## src/pcsp_pkg.sv

```systemverilog
// Constants shared by the program counter and return stack logic
`default_nettype none
package pcsp_pkg;
  // ---------------------------------------------------------------
  // Widths
  // ---------------------------------------------------------------
  localparam int PC_W        = 13;
  localparam int LOW_W       = 8;
  localparam int UP_W        = 5;
  localparam int TGT_W       = 11;
  localparam int LATCH_W     = 8;
  localparam int STACK_DEPTH = 8;
  localparam int PTR_W       = 3;
  // ---------------------------------------------------------------
  // Field positions in the high-address latch
  // ---------------------------------------------------------------
  localparam int PAGE_MSB    = 4;
  localparam int PAGE_LSB    = 3;
  localparam int UP_MSB      = 4;
  // ---------------------------------------------------------------
  // Reset values, fixed increments and the default interrupt vector
  // ---------------------------------------------------------------
  localparam logic [PC_W-1:0]    PC_RST    = 13'h0000;
  localparam logic [LATCH_W-1:0] LATCH_RST = 8'h00;
  localparam logic [PC_W-1:0]    PC_STEP   = 13'h0001;
  localparam logic [PTR_W-1:0]   PTR_RST   = 3'h0;
  localparam logic [PTR_W-1:0]   PTR_STEP  = 3'h1;
  localparam logic [PC_W-1:0]    VEC_DFLT  = 13'h0004;
  // ---------------------------------------------------------------
  // Action chosen for the counter in one cycle
  // ---------------------------------------------------------------
  typedef enum logic [2:0] {
    PCSP_HOLD = 3'b000,
    PCSP_SEQ  = 3'b001,
    PCSP_LOW  = 3'b010,
    PCSP_JUMP = 3'b011,
    PCSP_CALL = 3'b100,
    PCSP_VEC  = 3'b101,
    PCSP_RET  = 3'b110
  } pcsp_act_t;
endpackage
`default_nettype wire

```

## src/pcsp_core.sv

```systemverilog
// Program counter, page latch and return stack sequencing
//
// How it works
// - Program counter is thirteen bits and addresses program words.
// - Low byte of the counter is readable and writable by software.
// - Upper five bits are unreadable and not directly writable; software sets them via the latch.
// - Every reset clears the upper counter bits.
// - Writing the low byte loads upper bits from latch bits 4..0.
// - Call and jump use eleven instruction bits plus latch bits 4..3.
// - Return stack holds eight thirteen-bit entries outside memory space.
// - Stack pointer has no software read or write path.
// - Call or interrupt vectoring pushes the counter onto the stack.
// - Return, literal return and interrupt return pop the stack.
// - Stack pushes and pops never change the high-address latch.
// - Stack is circular; the ninth push overwrites the first.
// - No overflow or underflow flag exists.
// - Returns restore all thirteen bits, ignoring latch page bits.
// - One 8K-word space split in 2K-word pages for branches.
`timescale 1ns/1ns
`default_nettype none
module pcsp_core #(
  parameter logic [pcsp_pkg::PC_W-1:0] INT_VECTOR = pcsp_pkg::VEC_DFLT
) (
  input  wire logic                          clock,
  input  wire logic                          rst_n,
  input  wire logic                          fetch_adv,
  input  wire logic                          jump_op,
  input  wire logic                          call_op,
  input  wire logic [pcsp_pkg::TGT_W-1:0]    branch_target,
  input  wire logic                          return_op,
  input  wire logic                          exit_with_literal_op,
  input  wire logic                          interrupt_exit_op,
  input  wire logic                          vector_op,
  input  wire logic                          low_wr,
  input  wire logic [pcsp_pkg::LOW_W-1:0]    low_wr_data,
  input  wire logic                          latch_wr,
  input  wire logic [pcsp_pkg::LATCH_W-1:0]  latch_wr_data,
  output logic      [pcsp_pkg::PC_W-1:0]     fetch_addr,
  output logic      [pcsp_pkg::LOW_W-1:0]    pc_low_byte,
  output logic      [pcsp_pkg::LATCH_W-1:0]  pc_high_latch
);
  import pcsp_pkg::*;

  logic [PC_W-1:0]    pc_reg;
  logic [PC_W-1:0]    pc_next;
  logic [LATCH_W-1:0] latch_reg;
  logic [LATCH_W-1:0] latch_next;
  logic [PC_W-1:0]    stack_top;
  logic [PTR_W-1:0]   stack_ptr;
  pcsp_act_t          act;
  logic               any_ret;
  logic               do_push;
  logic               do_pop;
  logic [PC_W-1:0]    low_load;
  logic [PC_W-1:0]    page_load;
  logic [PC_W-1:0]    seq_load;
  logic [UP_W-1:0]    pc_upper_bits;

  // Counter fields must tile the thirteen bits exactly
  if ((LOW_W + UP_W != PC_W) || (UP_MSB + 1 != UP_W) ||
      (TGT_W + PAGE_MSB - PAGE_LSB + 1 != PC_W)) begin : g_bad_split
    $error("Counter field widths do not match the counter width");
  end

  // ---------------------------------------------------------------
  // Action select: vector, call, jump, return, low write, advance
  // ---------------------------------------------------------------
  assign any_ret = return_op | exit_with_literal_op
                 | interrupt_exit_op;
  assign act = vector_op ? PCSP_VEC  :
               call_op   ? PCSP_CALL :
               jump_op   ? PCSP_JUMP :
               any_ret   ? PCSP_RET  :
               low_wr    ? PCSP_LOW  :
               fetch_adv ? PCSP_SEQ  : PCSP_HOLD;
  assign do_push = (act == PCSP_VEC) || (act == PCSP_CALL);
  assign do_pop  = (act == PCSP_RET);

  // ---------------------------------------------------------------
  // Candidate counter values
  // ---------------------------------------------------------------
  assign low_load  = {latch_reg[UP_MSB:0], low_wr_data};
  assign page_load = {latch_reg[PAGE_MSB:PAGE_LSB],
                      branch_target};
  assign seq_load  = pc_reg + PC_STEP;

  always_comb begin
    case (act)
      PCSP_VEC:  pc_next = INT_VECTOR;
      PCSP_CALL: pc_next = page_load;
      PCSP_JUMP: pc_next = page_load;
      PCSP_RET:  pc_next = stack_top;
      PCSP_LOW:  pc_next = low_load;
      PCSP_SEQ:  pc_next = seq_load;
      default:   pc_next = pc_reg;
    endcase
  end

  // Latch changes only by its own write, never by stack traffic
  assign latch_next = latch_wr ? latch_wr_data : latch_reg;

  // ---------------------------------------------------------------
  // State
  // ---------------------------------------------------------------
  always_ff @(posedge clock or negedge rst_n) begin
    if (!rst_n) begin
      pc_reg    <= PC_RST;
      latch_reg <= LATCH_RST;
    end else begin
      pc_reg    <= pc_next;
      latch_reg <= latch_next;
    end
  end

  // Stack has no port toward software; only push and pop reach it
  pcsp_stack #(
    .DEPTH (STACK_DEPTH),
    .WIDTH (PC_W)
  ) u_stack (
    .clock     (clock),
    .rst_n     (rst_n),
    .push      (do_push),
    .pop       (do_pop),
    .push_data (pc_reg),
    .top_data  (stack_top),
    .ptr       (stack_ptr)
  );

  // ---------------------------------------------------------------
  // Outputs: upper bits leave only on the fetch address, not on a readable port
  // ---------------------------------------------------------------
  assign pc_upper_bits = pc_reg[PC_W-1:LOW_W];
  assign fetch_addr    = pc_reg;
  assign pc_low_byte   = pc_reg[LOW_W-1:0];
  assign pc_high_latch = latch_reg;

  logic first_reg;
  always_ff @(posedge clock or negedge rst_n) begin
    if (!rst_n) begin
      first_reg <= 1'b1;
    end else begin
      first_reg <= 1'b0;
    end
  end
endmodule
`default_nettype wire

```

## src/pcsp_stack.sv

```systemverilog
// Eight-entry circular return address stack
`timescale 1ns/1ns
`default_nettype none
module pcsp_stack #(
  parameter int DEPTH = pcsp_pkg::STACK_DEPTH,
  parameter int WIDTH = pcsp_pkg::PC_W
) (
  input  wire logic                          clock,
  input  wire logic                          rst_n,
  input  wire logic                          push,
  input  wire logic                          pop,
  input  wire logic [WIDTH-1:0]              push_data,
  output logic      [WIDTH-1:0]              top_data,
  output logic      [pcsp_pkg::PTR_W-1:0]    ptr
);
  import pcsp_pkg::*;

  logic [WIDTH-1:0] entry_reg [DEPTH];
  logic [PTR_W-1:0] ptr_reg;
  logic [PTR_W-1:0] ptr_next;
  logic [PTR_W-1:0] top_idx;

  if (DEPTH != (1 << PTR_W)) begin : g_bad_depth
    $error("Stack depth must equal two to the pointer width");
  end

  // ---------------------------------------------------------------
  // Pointer wraps freely; no overflow or underflow indication
  // ---------------------------------------------------------------
  assign top_idx  = ptr_reg - PTR_STEP;
  assign ptr_next = push ? ptr_reg + PTR_STEP :
                    pop  ? top_idx : ptr_reg;
  assign top_data = entry_reg[top_idx];
  assign ptr      = ptr_reg;

  always_ff @(posedge clock or negedge rst_n) begin
    if (!rst_n) begin
      ptr_reg <= PTR_RST;
    end else begin
      ptr_reg <= ptr_next;
    end
  end

  for (genvar i = 0; i < DEPTH; i++) begin : g_entry
    always_ff @(posedge clock or negedge rst_n) begin
      if (!rst_n) begin
        entry_reg[i] <= '0;
      end else if (push && ptr_reg == PTR_W'(i)) begin
        entry_reg[i] <= push_data;
      end
    end
  end
endmodule
`default_nettype wire

```

## config.mk

```make
export PLATFORM = sky130hd
export DESIGN_NAME = pcsp_core
export DESIGN_NICKNAME = d
export VERILOG_FILES = /design/src/pcsp_pkg.sv /design/src/pcsp_core.sv /design/src/pcsp_stack.sv
export SDC_FILE = /design/constraint.sdc
export NUM_CORES = 1
export LEC_CHECK = 0
export ABC_CLOCK_PERIOD_IN_PS = 3100
export BUFFER_PORTS_ARGS = -buffer_cell sky130_fd_sc_hd__buf_2
export CAP_MARGIN = 20
export CORE_ASPECT_RATIO = 0.75
export CORE_MARGIN = 4
export CORE_UTILIZATION = 61
export CTS_BUF_LIST = sky130_fd_sc_hd__clkbuf_8
export DETAILED_ROUTE_END_ITERATION = 16
export GPL_TIMING_DRIVEN = 0
export HOLD_SLACK_MARGIN = 0.05
export PLACE_DENSITY = 0.89
export SETUP_SLACK_MARGIN = 0.4
export SLEW_MARGIN = 20
export SYNTH_ARGS = -nofsm -noshare
export SYNTH_HDL_FRONTEND = slang
export SYNTH_SLANG_ARGS = --single-unit
```

## constraint.sdc

```tcl
create_clock -name clock -period 3.1 [get_ports clock]
set_input_delay 0.155 -clock clock [delete_from_list [all_inputs] [get_ports clock]]
set_output_delay 0.155 -clock clock [all_outputs]
set_load 0.005 [all_outputs]
```

Word-level counts from Yosys, hierarchy flattened:

Index checks and enable logic that the tools add are counted.

* logic and storage cells: 56
* input port bits: 38
* flip-flop bits (word level): 128
* output and inout port bits: 29

* bitwise operators: 3
* order comparisons: 1
* reduce and logical (&&, ||, !) cells: 13
* eq/ne operators: 13
* multiplexer cells: 12
* add/subtract/negate cells: 3

Operator list (count)
* 13-bit case mux with 5 select lines: 1
* 13-bit binary-select mux with 3-bit select: 1
* 13-bit 2-to-1 mux: 2
* 3-bit equality test (second input constant): 7
* 3-bit 2-to-1 mux: 6
* 13-bit by 1-bit adder with 13-bit output (second input constant): 1
* 3-bit by 2-bit equality test with 1-bit output (second input constant): 4
* 1-bit logical AND: 8
* 3-bit by 1-bit equality test with 1-bit output (second input constant): 2
* 5-bit nonzero test: 1
* 4-bit >= comparator (second input constant): 1
* 3-bit inverter with 4-bit output: 1
* 3-bit by 1-bit adder with 3-bit output (second input constant): 1
* 3-bit logical NOT: 1
* 3-bit by 1-bit subtractor with 3-bit output (second input constant): 1
* 2-bit 2-to-1 mux: 1
* 1-bit OR: 2
* 2-bit nonzero test: 1
* 2-bit OR reduction: 1
* 1-bit logical OR: 1
* 1-bit 2-to-1 mux: 1

Depth between registers and ports, before layout:

* depth after elaboration: 9
* depth in mapped cells: 10
* gate-level depth less buffers: 7

Cells and area by module:

Synthesis repeated with hierarchy kept, for this count alone.

* cells, all modules: 543
* area, all modules: 6633.9 um2

Modules (own cells, without submodules)
* pcsp_stack: cells an instance 384, sequential area each 2677.6 um2, area each 5198.7 um2, times used 1
* pcsp_core: cells an instance 159, sequential area each 525.5 um2, area each 1435.1 um2, times used 1

Least setup slack after synthesis:

OpenSTA, ideal clock, no wires.

* path kind: reg-to-reg
* from: reg u_stack.ptr_reg[0] (netlist: u_stack.ptr[0])
* to: reg pc_reg[6] (netlist: fetch_addr[6])
* clock period less this slack: 2.445 ns
* buffers on the path: 3
* data required time: 2.982 ns
* setup time: 0.118 ns
* stages on the path, launching flop included: 10
* slack: 0.655 ns
* arrival: 2.327 ns
* cells stage by stage: dfrtp_1 > buf_6 > buf_2 > inv_1 > ha_1 > buf_1 > mux4_2 > a22oi_1 > o211ai_1 > a21o_1

* word-level cells in the longest chain between the ends: 6

Ends and longest elaborated chain
* from (decl): line pcsp_stack.sv:19 `logic [PTR_W-1:0] ptr_reg;`
* from (signal assigned): line pcsp_stack.sv:40 `ptr_reg <= ptr_next;`
* 3-bit by 1-bit subtractor with 3-bit output: line pcsp_stack.sv:30 `assign top_idx = ptr_reg - PTR_STEP;`
* 3-bit inverter with 4-bit output (not written as such): line pcsp_stack.sv:33 `assign top_data = entry_reg[top_idx];`
* 13-bit binary-select mux with 3-bit select: line pcsp_stack.sv:33
* 13-bit 2-to-1 mux (not written as such) (2 in a row): line pcsp_stack.sv:33
* 13-bit case mux with 5 select lines: line pcsp_core.sv:88 `case (act)`
* to (signal assigned): line pcsp_core.sv:110 `pc_reg <= pc_next;`
* to (decl): line pcsp_core.sv:44 `logic [PC_W-1:0] pc_reg;`

No other way between the ends. The select of a mux whose other input is x is not followed.
A chain may end at the register's enable or synchronous reset.

Final worst setup path:

* from: reg u_stack.ptr_reg[0] (netlist: u_stack.ptr[0])
* to: reg pc_reg[9] (netlist: fetch_addr[9])

Same word-level chain as after synthesis.

==> results.tsv <==
metric	value	unit
run_status	finished clean	
drt_iter0_markers	623	
p_total	7.416	mW
die_area	12060	sq um
async_flop_share	100.0	%
endpoint_kind	flop	
relSlewSlack	49.08	%
numCtsBuffers	17	
overflow	0	
finalClockSkew	0.01208	ns
rows	31	
clock.fmax	374.5	MHz
first_pass_iters	6	
ant_nets	0	
critPathMaxFanout	10	
fp.dieH	96.11	um
synth_ff_type	dfrtp_1	
hold_viol_final	0	
grt_pass1_vias	4786	
hp-class	input port to flop	
ys_ff_latch	128	
period_share	86.14	%
total_leakage_power	3.563	nW
ys_types	47	
crit_cells	10	
antenna_found_initial	0	
yosys-top-cells-area	dfrtp_1 51%, mux2_2 19%, mux4_1 5.0%	
fill_cells	547	
cpPeakStageDelay	0.42	ns
ir_drop	0.0007522	V
synth_fp_nets	514	
syn_area	6314	sq um
start_util	63.83	%
cp_num_buf_inv	4	
synth_top_area_cell	dfrtp_1	
cp_top_family	buffers and inverters	
syn_to_final_growth	19.70	%
track_usage	29.07	%
largest_reg_flops	104	
cts_tree	built	
dp_hpwl	11310	um
synth.most_common_cell	dfrtp_1	
wl_per_cell	23.81	um
nNetsFinal	617	
ys_top_cells_by_count	128 x dfrtp_1, 104 x mux2_2, 35 x nand2_1	
worstPathRequired	3.41	ns
grt_max_degree	80	
syn_inst	468	
start_kind	flop	
drc	0	
path_class	flop to flop	
whs_path_depth	5	
fin_tns_setup	0	ns
core_area	9891	sq um
rsz0062_at_grt	yes	
cts.sink_count	128	
finalCriticalPeriod	2.670	ns
seq_area_frac_synth	50.73	%
port_buffers	64	
clkTransAtPathRegs	0.08	ns
setup_viol	0	
final_layout_size_suffix_gt1_share	42.88	%
vias	4685	
wl	17050	um
yosys.area.top_type_share	50.73	%
gp_congestion	0.9315	
viasPerCell	6.543	
arrival	2.99	ns
crit_chain	buf_6 > buf_6 > inv_1 > ha_1 > buf_4 > mux4_1 > nand2_1 > nand2_1 > a222oi_1 > o21ai_0	
ios	67	
clk_path_buf_depth	2	
root_buffer	clkbuf_8	
worstSkewPairLatency	0.45	ns
drv_cap	0	
synth.avg_cell_area	13.49	sq um
synth_edf_count	0	
ys_warn_count	0	
r2r_cells	10	
grt_pass1_wl	26330	um
fin_util	76.41	%
die_w	125.5	um
tightest_slew	0.7610	ns
htree_levels	4	
cp_slowest_cell	dfrtp_2	
power.density	981.3	nW/um^2
drv_slew	0	
## cell type report
type / instances / area [sq um] / area share (%)
inverter: 4 / 15.01 / 0.1987
buffer: 42 / 252.7 / 3.344
sequential: 128 / 3204 / 42.40
multi-input combinational: 294 / 2882 / 38.13
antenna: 1 / 2.502 / 0.03311
timing repair buffer: 84 / 544.3 / 7.202
clock buffer: 19 / 261.5 / 3.460
tap: 132 / 165.2 / 2.185
clock inverter: 12 / 230.2 / 3.046
## worst reg2reg max path: stages (launching register included)
cell and delay [ns]:
dfrtp_2 0.42, buf_6 0.19, buf_6 0.20, inv_1 0.15
ha_1 0.38, buf_4 0.22, mux4_1 0.32, nand2_1 0.09
nand2_1 0.12, a222oi_1 0.29, o21ai_0 0.14
## report_power, final
group / internal [mW] / switching, mW
Combinational: 1.50 / 1.54
Sequential: 2.26 / 0.357
Clock: 1.08 / 0.680
## cells by family after synthesis
| logic type | Yosys count | synth area share [%] |
|---|---|---|
| simple gates | 78 | 6.084 |
| flops | 128 | 50.73 |
| buf+inv | 46 | 4.023 |
| fa+ha+maj | 8 | 1.585 |
| mux | 137 | 29.25 |
| xor+xnor | 15 | 2.200 |
| compound gates | 56 | 6.124 |
## path summary, 6_finish.rpt
path,end,slack [ns],from
worst min-delay path,fetch_addr[1],0.06,low_wr_data[1]
max in group asynchronous,u_stack.entry_reg[19],2.08,rst_n
worst max register to register,fetch_addr[9],0.43,u_stack.ptr[0]
worst min register to register,u_stack.entry_reg[80],0.49,u_stack.entry_reg[80]
worst max-delay path,fetch_addr[9],0.43,u_stack.ptr[0]
min in group asynchronous,u_stack.entry_reg[53],0.32,rst_n
## cell usage in the layout (no fill, tap or decap), drive strengths merged, types with 6 or more instances in the layout
master and count:
clkbuf 36, dfrtp 128, ha 8, mux4 24, buf 90, xnor2 10
nor2 9, nand2 36, bufinv 6, nand3 10, a21oi 8, o21ai 18
mux2 104, mux2i 9, dlygate4sd3 19, inv 6
## through the flow
step	cells	worst slack, ns	cell area (sq um)	hold slack [ns]
CTS	715	0.3795	7533	0.05980
global placement	664	-0.02153	6799	0.3870
floorplan	468	0.6551	6314	-0.1406
detailed placement	665	-0.1206	6833	0.2424
global route	715	0.3487	7555	0.05927
finish	716	0.4298	7557	0.06111
## what timing repair did
item	in CTS	in global routing
hold buffers	19	0
resized for setup	6	5
pin swaps	0	0
setup buffers	0	0
setup endpoints to repair	13	7
endpoints found under the hold margin	95	0
## metal layers
layer  GRT usage, %  wire, um  up-vias
met5              0         0        -
met4          11.46       562        0
met3          8.597      1722       74
met2          46.13      7746      328
met1          38.39      7017     2344
li1               -         -     1939
No activity file was read; power rests on OpenSTA's default activity.
